File: config.mk
export PLATFORM = sky130hd
export DESIGN_NAME = pss_sequencer
export DESIGN_NICKNAME = d
export VERILOG_FILES = /design/src/pss_pkg.sv /design/src/pss_stack_if.sv /design/src/pss_stack.sv /design/src/pss_sequencer.sv
export SDC_FILE = /design/constraint.sdc
export NUM_CORES = 1
export LEC_CHECK = 0
export BUFFER_PORTS_ARGS = -buffer_cell sky130_fd_sc_hd__buf_2
export CORE_MARGIN = 8
export CORE_UTILIZATION = 25
export CTS_CLUSTER_DIAMETER = 50
export DETAILED_ROUTE_END_ITERATION = 8
export GPL_ROUTABILITY_DRIVEN = 1
export GPL_TIMING_DRIVEN = 0
export PLACE_DENSITY = 0.42
export SLEW_MARGIN = 20
export SYNTH_ARGS = -nofsm -noshare
export SYNTH_HDL_FRONTEND = slang
export SYNTH_SLANG_ARGS = --single-unit
File: constraint.sdc
create_clock -name clk_sys -period 9.2 [get_ports clk_sys]
set_clock_uncertainty 0.05 [all_clocks]
set_input_delay 0.92 -clock clk_sys [delete_from_list [all_inputs] [get_ports clk_sys]]
set_output_delay 0.92 -clock clk_sys [all_outputs]
set_load 0.05 [all_outputs]
File: src/pss_pkg.sv
// Package: constants and types for the program sequencer and stack.
// Assumes one 40 MHz system clock and a synchronous active-high reset.
package pss_pkg;

  localparam int PC_W       = 13;
  localparam int PCH_W      = 5;
  localparam int PCL_W      = 8;
  localparam int STACK_LVLS = 8;
  localparam int SP_W       = 3;
  localparam int CNT_W      = 4;

  localparam logic [PC_W-1:0] PC_RESET   = 13'h0000;
  localparam logic [SP_W-1:0] SP_RESET   = 3'h0;
  localparam logic [CNT_W-1:0] CNT_RESET = 4'h0;

  // Register byte addresses (AHB-Lite)
  localparam logic [7:0] ADDR_PCL    = 8'h00;
  localparam logic [7:0] ADDR_STATUS = 8'h04;
  localparam logic [7:0] ADDR_PCFULL = 8'h08;

  // Status register fields
  localparam int ST_FULL_BIT  = 0;
  localparam int ST_EMPTY_BIT = 1;
  localparam int ST_OVF_BIT   = 2;
  localparam int ST_HOLD_BIT  = 3;
  localparam int ST_PH_LSB    = 4;
  localparam int ST_DEPTH_LSB = 8;

  typedef enum logic [1:0]
  {
    PSS_FETCH,
    PSS_DEC,
    PSS_EXEC,
    PSS_WB
  } pss_phase_t;

  typedef enum logic [2:0]
  {
    PSS_OP_NEXT,
    PSS_OP_JUMP,
    PSS_OP_CALL,
    PSS_OP_RET,
    PSS_OP_INTERRUPT_RETURN,
    PSS_OP_SKIP
  } pss_op_t;

endpackage

File: src/pss_stack_if.sv
// Interface: push/pop channel between sequencer and stack memory.
// Assumes both ends run on the same system clock.
interface pss_stack_if;
  import pss_pkg::*;

  logic              push;
  logic              pop;
  logic [PC_W-1:0]   push_data;
  logic [PC_W-1:0]   top_data;
  logic              full;
  logic              empty;
  logic              overflow;
  logic [SP_W:0]     depth;

  modport seq
  (
    output push, pop, push_data,
    input  top_data, full, empty, overflow, depth
  );
  modport stk
  (
    input  push, pop, push_data,
    output top_data, full, empty, overflow, depth
  );
endinterface

File: src/pss_stack.sv
// Return-address stack memory, eight entries, circular.
// Assumes at most one of push and pop in a cycle.
module pss_stack
  import pss_pkg::*;
(
  input  wire logic clk_sys,
  input  wire logic rst,
  pss_stack_if.stk  stk
);

  logic [PC_W-1:0] mem [STACK_LVLS];
  logic [SP_W-1:0] wr_ptr;
  logic [SP_W:0]   count;
  logic [SP_W-1:0] top_ptr;
  logic            ovf;

  assign top_ptr      = wr_ptr - 3'h1;
  assign stk.full     = (count == 4'(STACK_LVLS));
  assign stk.empty    = (count == 4'h0);
  assign stk.depth    = count;
  assign stk.overflow = ovf;

  // ---------------------------------------------------------------
  // Storage
  // ---------------------------------------------------------------
  // RL15: oldest lost
  // Circular writes overwrite the oldest slot when full.
  always_ff @(posedge clk_sys)
  begin
    if (stk.push)
    begin
      mem[wr_ptr] <= stk.push_data;
    end
  end

  // RL12: pointer at top
  always_ff @(posedge clk_sys)
  begin
    if (rst)
    begin
      wr_ptr <= SP_RESET;
    end
    else if (stk.push)
    begin
      wr_ptr <= wr_ptr + 3'h1;
    end
    // RL17: wraps when empty
    else if (stk.pop)
    begin
      wr_ptr <= top_ptr;
    end
  end

  always_ff @(posedge clk_sys)
  begin
    if (rst)
    begin
      count <= 4'h0;
    end
    // RL14: call still pushes
    else if (stk.push && !stk.full)
    begin
      count <= count + 4'h1;
    end
    else if (stk.pop && !stk.empty)
    begin
      count <= count - 4'h1;
    end
  end

  always_ff @(posedge clk_sys)
  begin
    if (rst)
    begin
      ovf <= 1'b0;
    end
    else if (stk.push && stk.full)
    begin
      ovf <= 1'b1;
    end
  end

  // Registered read of top entry
  // RL11: pop source
  always_ff @(posedge clk_sys)
  begin
    if (rst)
    begin
      stk.top_data <= PC_RESET;
    end
    else if (stk.push)
    begin
      stk.top_data <= stk.push_data;
    end
    else
    begin
      stk.top_data <= mem[top_ptr];
    end
  end

endmodule

File: src/pss_sequencer.sv
// Program sequencer: phase generator, PC, pipeline flush, stack control.
// Assumes a decoder presents op and target during the writeback phase (PSS_WB)
// and program memory returns instruction words one cycle after address.
//
// Overview of operation
// RL1: System clock split into four phases; four phases make one cycle.
// RL2: PC advances at fetch_phase start; new instruction fetched then.
// RL3: Fetch of next overlaps execution of current instruction.
// RL4: Jumps and calls take two cycles; prefetched word is flushed.
// RL5: True skip discards prefetched word and runs a dummy cycle.
// RL6: PC increments per instruction unless jump, call, interrupt, reset.
// RL7: PC is 13 bits; only the low byte is software visible. The code also returns the full 13-bit PC on reads of ADDR_PCFULL.
// RL8: Low byte write jumps within 256-word page with dummy prefetch.
// RL9: Eight-level stack of PC values, invisible to software. The code reports its depth, full, empty and overflow in ADDR_STATUS.
// RL10: Call or interrupt acknowledge pushes the current PC.
// RL11: Subroutine or interrupt return pops top entry into PC.
// RL12: Reset points the stack pointer at the empty top.
// RL13: Full stack holds interrupt pending until a return frees a level.
// RL14: Call on a full stack still executes and overflows.
// RL15: Overflow loses the oldest entry, keeps newer ones.
// RL16: Reset loads PC with zero.
// RL17: Return on empty stack wraps pointer, value unspecified, no hang.
//
// Implementation choices: the AHB-Lite interface to the registers and the register offsets.
module pss_sequencer
  import pss_pkg::*;
(
  input  wire logic                  clk_sys,
  input  wire logic                  rst,
  // AHB-Lite slave
  input  wire logic                  hsel,
  input  wire logic [31:0]           haddr,
  input  wire logic [1:0]            htrans,
  input  wire logic                  hwrite,
  input  wire logic [2:0]            hsize,
  input  wire logic [31:0]           hwdata,
  input  wire logic                  hready,
  output logic      [31:0]           hrdata,
  output logic                       hreadyout,
  output logic                       hresp,
  // Program memory
  output logic      [pss_pkg::PC_W-1:0] pm_addr,
  output logic                       pm_req,
  input  wire logic [15:0]           pm_data,
  // Decoder
  output logic      [15:0]           instr,
  output logic                       instr_valid,
  output logic      [1:0]            phase,
  input  wire pss_pkg::pss_op_t      dec_op,
  input  wire logic [pss_pkg::PC_W-1:0] dec_target,
  input  wire logic                  skip_true,
  // Interrupt controller
  input  wire logic                  int_req,
  input  wire logic [pss_pkg::PC_W-1:0] int_vector,
  output logic                       int_ack
);
  import pss_pkg::*;

  pss_stack_if stk_bus ();

  pss_stack u_stack
  (
    .clk_sys (clk_sys),
    .rst     (rst),
    .stk     (stk_bus.stk)
  );

  pss_phase_t      ph;
  logic [PC_W-1:0] pc;
  logic            flush;
  logic            ex_valid;
  logic            pcl_wr;
  logic [PCL_W-1:0] pcl_wdata;
  logic            take_int;
  logic            redirect;
  logic [PC_W-1:0] next_pc;

  // ---------------------------------------------------------------
  // Phase generator
  // ---------------------------------------------------------------
  // RL1: four-phase cycle
  always_ff @(posedge clk_sys)
  begin
    if (rst)
    begin
      ph <= PSS_FETCH;
    end
    else
    begin
      unique case (ph)
        PSS_FETCH: ph <= PSS_DEC;
        PSS_DEC:   ph <= PSS_EXEC;
        PSS_EXEC:  ph <= PSS_WB;
        PSS_WB:    ph <= PSS_FETCH;
      endcase
    end
  end

  assign phase = ph;

  // ---------------------------------------------------------------
  // Redirect decisions, resolved in last phase
  // ---------------------------------------------------------------
  function automatic logic is_branch(input pss_op_t op);
    return (op == PSS_OP_JUMP) || (op == PSS_OP_CALL) ||
           (op == PSS_OP_RET)  || (op == PSS_OP_INTERRUPT_RETURN);
  endfunction

  // RL13: held while full
  // Interrupts only between real instructions, never mid-flush.
  assign take_int = int_req && !stk_bus.full && ex_valid &&
                    !is_branch(dec_op) && !pcl_wr;

  assign redirect = ex_valid &&
                    (is_branch(dec_op) || take_int || pcl_wr);

  always_comb
  begin
    next_pc = pc + 13'h0001;
    if (ex_valid)
    begin
      // RL8: page-local jump
      if (pcl_wr)
      begin
        next_pc = {pc[PC_W-1:PCL_W], pcl_wdata};
      end
      else if (dec_op == PSS_OP_JUMP || dec_op == PSS_OP_CALL)
      begin
        next_pc = dec_target;
      end
      // RL11: pop into PC
      else if (dec_op == PSS_OP_RET || dec_op == PSS_OP_INTERRUPT_RETURN)
      begin
        next_pc = stk_bus.top_data;
      end
      else if (take_int)
      begin
        next_pc = int_vector;
      end
    end
  end

  // ---------------------------------------------------------------
  // Program counter
  // ---------------------------------------------------------------
  // RL16: reset vector
  always_ff @(posedge clk_sys)
  begin
    if (rst)
    begin
      pc <= PC_RESET;
    end
    // RL2: advance at fetch
    // RL6: increment or load
    else if (ph == PSS_WB)
    begin
      pc <= next_pc;
    end
  end

  // RL7: 13-bit address out
  assign pm_addr = pc;
  assign pm_req  = (ph == PSS_FETCH);

  // ---------------------------------------------------------------
  // Pipeline: fetch register and flush
  // ---------------------------------------------------------------
  // RL3: overlapped fetch
  always_ff @(posedge clk_sys)
  begin
    if (rst)
    begin
      instr <= 16'h0000;
    end
    else if (ph == PSS_DEC)
    begin
      instr <= pm_data;
    end
  end

  // RL4: flush prefetch
  // RL5: skip dummy cycle
  always_ff @(posedge clk_sys)
  begin
    if (rst)
    begin
      flush <= 1'b1;
    end
    else if (ph == PSS_WB)
    begin
      flush <= redirect || (ex_valid && skip_true);
    end
  end

  // Fetched word becomes executable in the execute phase of its own cycle unless flushed.
  always_ff @(posedge clk_sys)
  begin
    if (rst)
    begin
      ex_valid <= 1'b0;
    end
    else if (ph == PSS_DEC)
    begin
      ex_valid <= !flush;
    end
  end

  assign instr_valid = ex_valid;

  // ---------------------------------------------------------------
  // Stack control
  // ---------------------------------------------------------------
  // RL10: push on call/int
  // RL14: full still pushes
  assign stk_bus.push = (ph == PSS_WB) && ex_valid && !pcl_wr &&
                        ((dec_op == PSS_OP_CALL) || take_int);
  assign stk_bus.push_data = pc;
  // RL17: empty pop allowed
  assign stk_bus.pop  = (ph == PSS_WB) && ex_valid && !pcl_wr &&
                        ((dec_op == PSS_OP_RET) ||
                         (dec_op == PSS_OP_INTERRUPT_RETURN));
  // RL13: ack once free
  assign int_ack = (ph == PSS_WB) && take_int;

  // ---------------------------------------------------------------
  // AHB-Lite register slave
  // ---------------------------------------------------------------
  logic       dp_wr;
  logic       dp_rd;
  logic [7:0] dp_addr;

  always_ff @(posedge clk_sys)
  begin
    if (rst)
    begin
      dp_wr   <= 1'b0;
      dp_rd   <= 1'b0;
      dp_addr <= 8'h00;
    end
    else if (hready)
    begin
      dp_wr   <= hsel && htrans[1] && hwrite;
      dp_rd   <= hsel && htrans[1] && !hwrite;
      dp_addr <= haddr[7:0];
    end
  end

  // Software write held until the next redirect point.
  always_ff @(posedge clk_sys)
  begin
    if (rst)
    begin
      pcl_wr    <= 1'b0;
      pcl_wdata <= 8'h00;
    end
    else if (dp_wr && dp_addr == ADDR_PCL)
    begin
      pcl_wr    <= 1'b1;
      pcl_wdata <= hwdata[PCL_W-1:0];
    end
    else if (ph == PSS_WB && ex_valid)
    begin
      pcl_wr <= 1'b0;
    end
  end

  // RL9: stack not mapped
  always_ff @(posedge clk_sys)
  begin
    if (rst)
    begin
      hrdata <= 32'h0000_0000;
    end
    else if (hready && hsel && htrans[1] && !hwrite)
    begin
      unique case (haddr[7:0])
        ADDR_PCL:    hrdata <= {24'h000000, pc[PCL_W-1:0]};
        ADDR_STATUS: hrdata <= {20'h00000, stk_bus.depth,
                                2'b00, ph,
                                int_req && stk_bus.full,
                                stk_bus.overflow,
                                stk_bus.empty, stk_bus.full};
        ADDR_PCFULL: hrdata <= {19'h00000, pc};
        default:     hrdata <= 32'h0000_0000;
      endcase
    end
  end

  assign hreadyout = 1'b1;
  assign hresp     = 1'b0;

endmodule

* Word-level counts from Yosys, hierarchy flattened
Memory sizes are Yosys's and may differ from the RTL's.
Index checks and enable logic that the tools add are counted.
** Word-level totals
- Memories :: 1
- Bits in writable memories :: 104
- Flip-flop bits (word level) :: 104
- Word-level logic and storage cells :: 91
- Output and inout bits :: 68
** Cells by class
- Reduce and logical (&&, ||, !) cells :: 43
- Muxes and demuxes :: 16
- $add $sub $neg :: 5
- Equality and inequality tests :: 11
** Memories
- u_stack.mem :: depth 8, width 13, read ports 1, clocked after Yosys merged registers in 0, write ports 1, RTL line pss_stack.sv:11 : logic [PC_W-1:0] mem [STACK_LVLS];
** Operators with widths (count)
- 13-bit two-way mux :: 6
- 13-bit one-hot mux with 3 select lines :: 1
- 1-bit logical AND :: 21
- 8-bit zero test :: 2
- 13-bit by 1-bit adder with 13-bit output (second input constant) :: 1
- 8-bit by 3-bit == test with 1-bit output (second input constant) :: 1
- 8-bit by 4-bit == test with 1-bit output (second input constant) :: 1
- 1-bit logical OR :: 8
- 4-bit two-way mux :: 2
- 2-bit one-hot mux with 4 select lines :: 1
- 3-bit by 2-bit == test with 1-bit output (second input constant) :: 2
- 1-bit zero test :: 6
- 3-bit two-way mux :: 2
- 2-bit nonzero test :: 3
- 4-bit by 1-bit adder with 4-bit output (second input constant) :: 1
- 2-bit == test (second input constant) :: 2
- 4-bit == test (second input constant) :: 1
- 4-bit zero test :: 1
- 1-bit two-way mux :: 4
- 4-bit by 1-bit subtractor with 4-bit output (second input constant) :: 1
- 3-bit by 1-bit adder with 3-bit output (second input constant) :: 1
- 3-bit by 1-bit == test with 1-bit output (second input constant) :: 1
- 3-bit == test (second input constant) :: 1
- 3-bit by 1-bit subtractor with 3-bit output (second input constant) :: 1
- other kinds (4) :: 4

* Longest topological paths before layout
- Depth in word-level cells :: 12
- Depth in mapped cells :: 12

* Hierarchy
A second synthesis with hierarchy kept.
** Unflattened totals
- Cell total of the unflattened synthesis :: 780
- Area, all modules :: 8665.8 um^2
** Modules (own cells, without submodules)
- pss_stack :: instances 1, area an instance 4913.5 um^2, cells each 307
- pss_sequencer :: instances 1, area an instance 3752.3 um^2, cells each 473

* Worst setup path before layout
OpenSTA, ideal clock, no wires.
- Path type :: input port to flip-flop
- Start :: in dec_op[1]
- End :: mem u_stack.mem[0][0] (enable)
- Stages on the path :: 6
- Setup time :: 0.417 ns
- Path slack :: 5.304 ns
- Data required time :: 8.733 ns
- Arrival :: 3.429 ns
- Path through :: buf_2 or3_4 a211oi_4 o21ai_1 clkbuf_1 nor4_1
** On the way
- Cells in the longest elaborated chain, start to end :: 11
- Elaborated cells on any way between the ends :: 14
- Classes of those cells :: 4 x eq/ne; 2 x mux; 8 x reduce/logical
** Ends and longest elaborated chain
- start: declaration :: RTL line pss_sequencer.sv:49 : input wire pss_pkg::pss_op_t dec_op,
- 3-bit by 1-bit == test with 1-bit output or 3-bit by 2-bit == test with 1-bit output (tied branches) :: RTL line pss_sequencer.sv:105, pss_sequencer.sv:216
- 1-bit logical OR (2 in series) :: RTL line pss_sequencer.sv:105 : return (op == PSS_OP_JUMP) || (op == PSS_OP_CALL) ||
- 1-bit logical OR :: RTL line pss_sequencer.sv:106 : (op == PSS_OP_RET) || (op == PSS_OP_INTERRUPT_RETURN);
- 1-bit zero test :: RTL line pss_sequencer.sv:112 : !is_branch(dec_op) && !pcl_wr;
- 1-bit logical AND :: RTL line pss_sequencer.sv:111 : assign take_int = int_req && !stk_bus.full && ex_valid &&
- 1-bit logical AND :: RTL line pss_sequencer.sv:112
- 1-bit logical OR (*) :: RTL line pss_sequencer.sv:216 : ((dec_op == PSS_OP_CALL) || take_int);
- 1-bit logical AND (*) :: RTL line pss_sequencer.sv:215 : assign stk_bus.push = (ph == PSS_WB) && ex_valid && !pcl_wr &&
- 1-bit two-way mux (*) :: RTL line pss_stack.sv:30 : if (stk.push)
- 1-bit two-way mux (not written as such) (*) :: RTL line pss_stack.sv:32 : mem[wr_ptr] <= stk.push_data;
- end: declaration :: RTL line pss_stack.sv:11
Mark *: on every way between the ends. The rest lies on a longest branch, timed or not.

* Final worst setup path
- Start :: reg ph[1] (netlist: phase[1])
- End :: mem u_stack.mem[0][8] (enable)
** On the way
- Cells in the longest elaborated chain, start to end :: 6
** Ends and longest elaborated chain
- start: declaration :: RTL line pss_sequencer.sv:68 : pss_phase_t ph;
- start signal: assignment :: RTL line pss_sequencer.sv:86 : ph <= PSS_FETCH;
- start signal: assignment :: RTL line pss_sequencer.sv:91 : PSS_FETCH: ph <= PSS_DEC;
- start signal: assignment :: RTL line pss_sequencer.sv:92 : PSS_DEC: ph <= PSS_EXEC;
- 2-bit == test :: RTL line pss_sequencer.sv:215
- 1-bit logical AND (3 in series) :: RTL line pss_sequencer.sv:215
- 1-bit two-way mux :: RTL line pss_stack.sv:30
- 1-bit two-way mux (not written as such) :: RTL line pss_stack.sv:32
No other way between the ends.

==> summary.txt <==
Worst hold path
  – Hold path cells: 2
  – Hold Startpoint: hrdata[2]$_SDFFE_PP0P_
  – WHS Endpoint: hrdata[2]$_SDFFE_PP0P_
  – Worst hold path class: register to register

Setup path
  – Reg2reg end: u_stack.mem[0][8]$_DFFE_PP_
  – Crit path kind: register to register
  – Kind of start point of the critical path: register
  – R2R depth: 9
  – Critical path data required time: ~9.3 ns
  – Critical path cell sequence: ha_1, clkbuf_1, inv_1, nor2_1, o21ai_1, clkbuf_1, nor4_2, buf_4, buf_2
  – Worst path slowest cell: nor4_2
  – Crit Path Max Fanout: 10
  – FF-to-FF setup slack: between 5 and 6 ns
  – Worst R2R Start: phase[1]$_SDFF_PP0_
  – CP max stage delay: ~0.6 ns
  – Worst setup EP type: register
  – Most frequent cell on the critical path: clkbuf_1
  – CP arrival: 4.12 ns

GRT
  – GR Util All Layers: 0.1366
  – Overflow after GRT: 0
  – First-pass GRT wire length: ~42 mm
  – Largest net degree at the start of global routing: 20
  – Antenna violations before repair: 0
  – Vias in the first global route: roughly 6700

Logic synthesis
  – Post-synth ARST share: 0
  – Largest family of logic cells by synthesized area: multiplexers
  – Number of synthesized flops with an enable pin: 104
  – Post-synthesis xor/xnor area fraction: 0.009986
  – Post-Synthesis Cells: 750
  – Post-synthesis simple-gate area fraction: 0.1146
  – Post-synth top area share: 0.3561
  – Yosys warns: 0
  – Multiplexer area fraction after synthesis: 0.1302
  – Adder-cell share of the synthesized area: 0.01626
  – Post-Syn Area per Cell: approximately 12 sq um
  – Synth top area cells: edfxtp_1, dfxtp_1, mux4_2
  – Sequential-to-total area share from yosys stat: 0.5501
  – Top cell type by total area after synthesis: edfxtp_1
  – Top FF cell, synth: edfxtp_1
  – Mapped cell area: a little under 0.009 sq mm
  – Library cells used by synthesis: 74
  – Compound-Gate Fraction of Synth Area: 0.1297
  – Seq cells post-synth: 189

Floorplan
  – Core area: 0.03454 sq mm
  – Initial Util: 0.2539
  – Die extent in x: 203.3 microns
  – Boundary Pins: 189
  – Std cell rows: between 60 and 70
  – Die height: approximately 200 microns
  – Die area: 0.04133 sq mm

Clock tree
  – Clk pin slew, worst setup/hold paths: approximately 0.070 ns
  – CTS root buf: clkbuf_16
  – Clk Latency, worst-skew pair: approximately 0.44 ns
  – Sinks on Clock Net: 189
  – CTS Hold Bufs: 0
  – Bufs on Longest Clock Path: 2
  – H-tree levels: 4
  – Post_cts resized: 0
  – Inserted Clock Buffers: 17
  – Post-CTS Repair Setup Buffers: 0
  – CTS tree: yes

Power and ir drop
  – Clock power share: 0.361
  – Power Dens Cells: 194.4 mW/mm^2
  – Sw frac: 0.3192
  – Leakage: approximately 4.1 nW
  – Flop pwr share: 0.465
  – Tot Pwr: about 2.1 mW
  – Comb power frac: 0.174
  – Worst VDD drop: 0.1104 mV
  – P_sw: about 670 uW
  – Internal Dissipation: ~1.4 mW

Drt
  – Post-DR vias/cell: about 4.7
  – Routed vias: 6447
  – DR DRC count: 0
  – ANT nets after route: 0
  – Final wirelength: 28.48 mm
  – Pre-antenna DRT Iters: 4
  – Initial DRC count: around 430
  – Avg WL per Cell: just over 20 microns

Cells and area
  – Area delta synth->final: 22.24%
  – Fill count: ~3600
  – Area of the multi-input gates: about 0.0036 sq mm
  – ANT cells: 0
  – Share of layout cells above drive strength 1: 0.2586
  – Net count, final: 1046
  – Seq. cell area: slightly below 0.005 sq mm

Placed design
  – Pre-CTS setup slack: approximately 5 ns
  – DP HPWL: between 20 and 25 mm
  – Gpl congestion: 0.8392
  – Port Buffer Count: 113

Timing
  – Post-layout minimum cycle time: roughly 4.0 ns
  – Final Slew Violations: 0
  – Fin Setup TNS: 0 ns
  – Final Hold Slack: around 0.42 ns
  – Final count of hold timing violations: 0
  – Final WS setup: about 5.2 ns
  – Max-slew headroom: 0.4152
  – Final Setup Violations: 0
  – Fmax: 248.8 MHz
  – RSZ-0062 raised after global routing: false
  – Crit share post-route: 0.4369
  – Worst Max-Slew Pin Slew: a little under 0.9 ns

Job
  – Maxcap violations: 0

Status
  – Outcome: complete, no violations
## critical path: cells and delay by family (launching register included)
family | cells | cell delay [ns]
AO/OA/AOI/OAI | 1 | 0.37
adder cells (fa/ha/maj) | 1 | 0.18
buffers and inverters | 5 | 1.49
AND/OR/NAND/NOR | 2 | 1.18
flip-flops | 1 | 0.43
## Yosys cell counts (4+ instances only)
master / count
inv_1: 16
nand4_1: 7
and2_1: 4
o21bai_1: 4
nor2_1: 91
clkbuf_1: 35
nor3_1: 16
edfxtp_1: 104
mux4_2: 26
dfxtp_1: 85
nand2b_1: 5
xnor2_1: 6
ha_1: 9
buf_4: 21
and3_1: 4
o21ai_0: 18
nand2_1: 34
a211oi_1: 28
a22oi_1: 11
a221oi_1: 7
buf_2: 9
a21oi_1: 36
nor2b_1: 9
o211ai_1: 5
xor2_1: 4
nand3_1: 13
buf_1: 7
nor4_1: 7
or3_1: 5
mux2i_1: 50
## logic make-up (layout without fill, tap and decap cells)
logic type	after synthesis	count (layout)
adders and majority gates	11	11
and+or+nand+nor	209	209
other	2	21
DFF	189	189
muxes	81	81
buffers and inverters	89	248
AOI/OAI and AO/OA	159	159
xor gates and xnor gates	10	10
## state kept, by name, summed over array words and instances, names as in the netlist
| register | count |
|---|---|
| dp_addr | 8 |
| dp_wr | 1 |
| flush | 1 |
| hrdata | 13 |
| instr | 16 |
| instr_valid | 1 |
| pcl_wdata | 8 |
| pcl_wr | 1 |
| phase | 2 |
| pm_addr | 13 |
| u_stack.mem | 104 |
| u_stack.stk.depth | 4 |
| u_stack.stk.overflow | 1 |
| u_stack.stk.top_data | 13 |
| u_stack.wr_ptr | 3 |
## layout by cell type (no fill, tap or decap), types with 17 or more instances in the layout
| master | count |
|---|---|
| nand2_1 | 34 |
| conb_1 | 21 |
| nor2_1 | 90 |
| clkbuf_1 | 35 |
| mux2i_1 | 50 |
| a211oi_1 | 28 |
| edfxtp_1 | 104 |
| a21oi_1 | 36 |
| mux4_2 | 26 |
| buf_4 | 29 |
| dfxtp_1 | 85 |
| o21ai_0 | 18 |
| clkbuf_16 | 17 |
| buf_2 | 126 |
## how the worst max path moves through the flow
stage | start | end | cells after the start
floorplan | dec_op[1] | u_stack.mem[0][0]$_DFFE_PP_ | 6
global placement | phase[0]$_SDFF_PP0_ | u_stack.mem[2][3]$_DFFE_PP_ | 7
detailed placement | dec_op[1] | u_stack.stk.depth[3]$_SDFFE_PP0P_ | 12
CTS | phase[0]$_SDFF_PP0_ | u_stack.mem[0][3]$_DFFE_PP_ | 9
global route | phase[1]$_SDFF_PP0_ | u_stack.mem[0][3]$_DFFE_PP_ | 9
finish | phase[1]$_SDFF_PP0_ | u_stack.mem[0][8]$_DFFE_PP_ | 9
## stage by stage
step,instance area [sq um],util,instances
2_1_floorplan,8842,-,769
3_3_place_gp,9977,0.2888,1337
3_5_place_dp,10120,0.2931,1351
4_1_cts,10720,0.3104,1383
5_1_grt,10720,0.3104,1383
6_report,10720,0.3104,1383
## layout make-up
class,instances,area share
clock inverter,15,0.01599
tap,455,0.05310
multi-input combinational,491,0.3390
timing repair buffer,127,0.06267
inverter,17,0.005952
buffer,72,0.03361
clock buffer,17,0.03968
sequential,189,0.4500
## power groups by stage
stage	clock [mW]	sequential (mW)	combinational, mW
after floorplan	0	1.04	0.185
after global placement	0	0.989	0.362
after detailed placement	0	0.989	0.362
after CTS	0.774	0.970	0.363
after global routing	0.799	0.975	0.389
final	0.753	0.969	0.362
## per-layer routing
| layer | global-route usage | up-vias | wire length [microns] |
|---|---|---|---|
| li1 | - | 3115 | - |
| met1 | 0.1840 | 3165 | 13470 |
| met2 | 0.2207 | 141 | 13420 |
| met3 | 0.02491 | 26 | 1166 |
| met4 | 0.04092 | 0 | 421 |
| met5 | 0 | - | 0 |
Note: power is estimated with default switching activity, not from simulation.
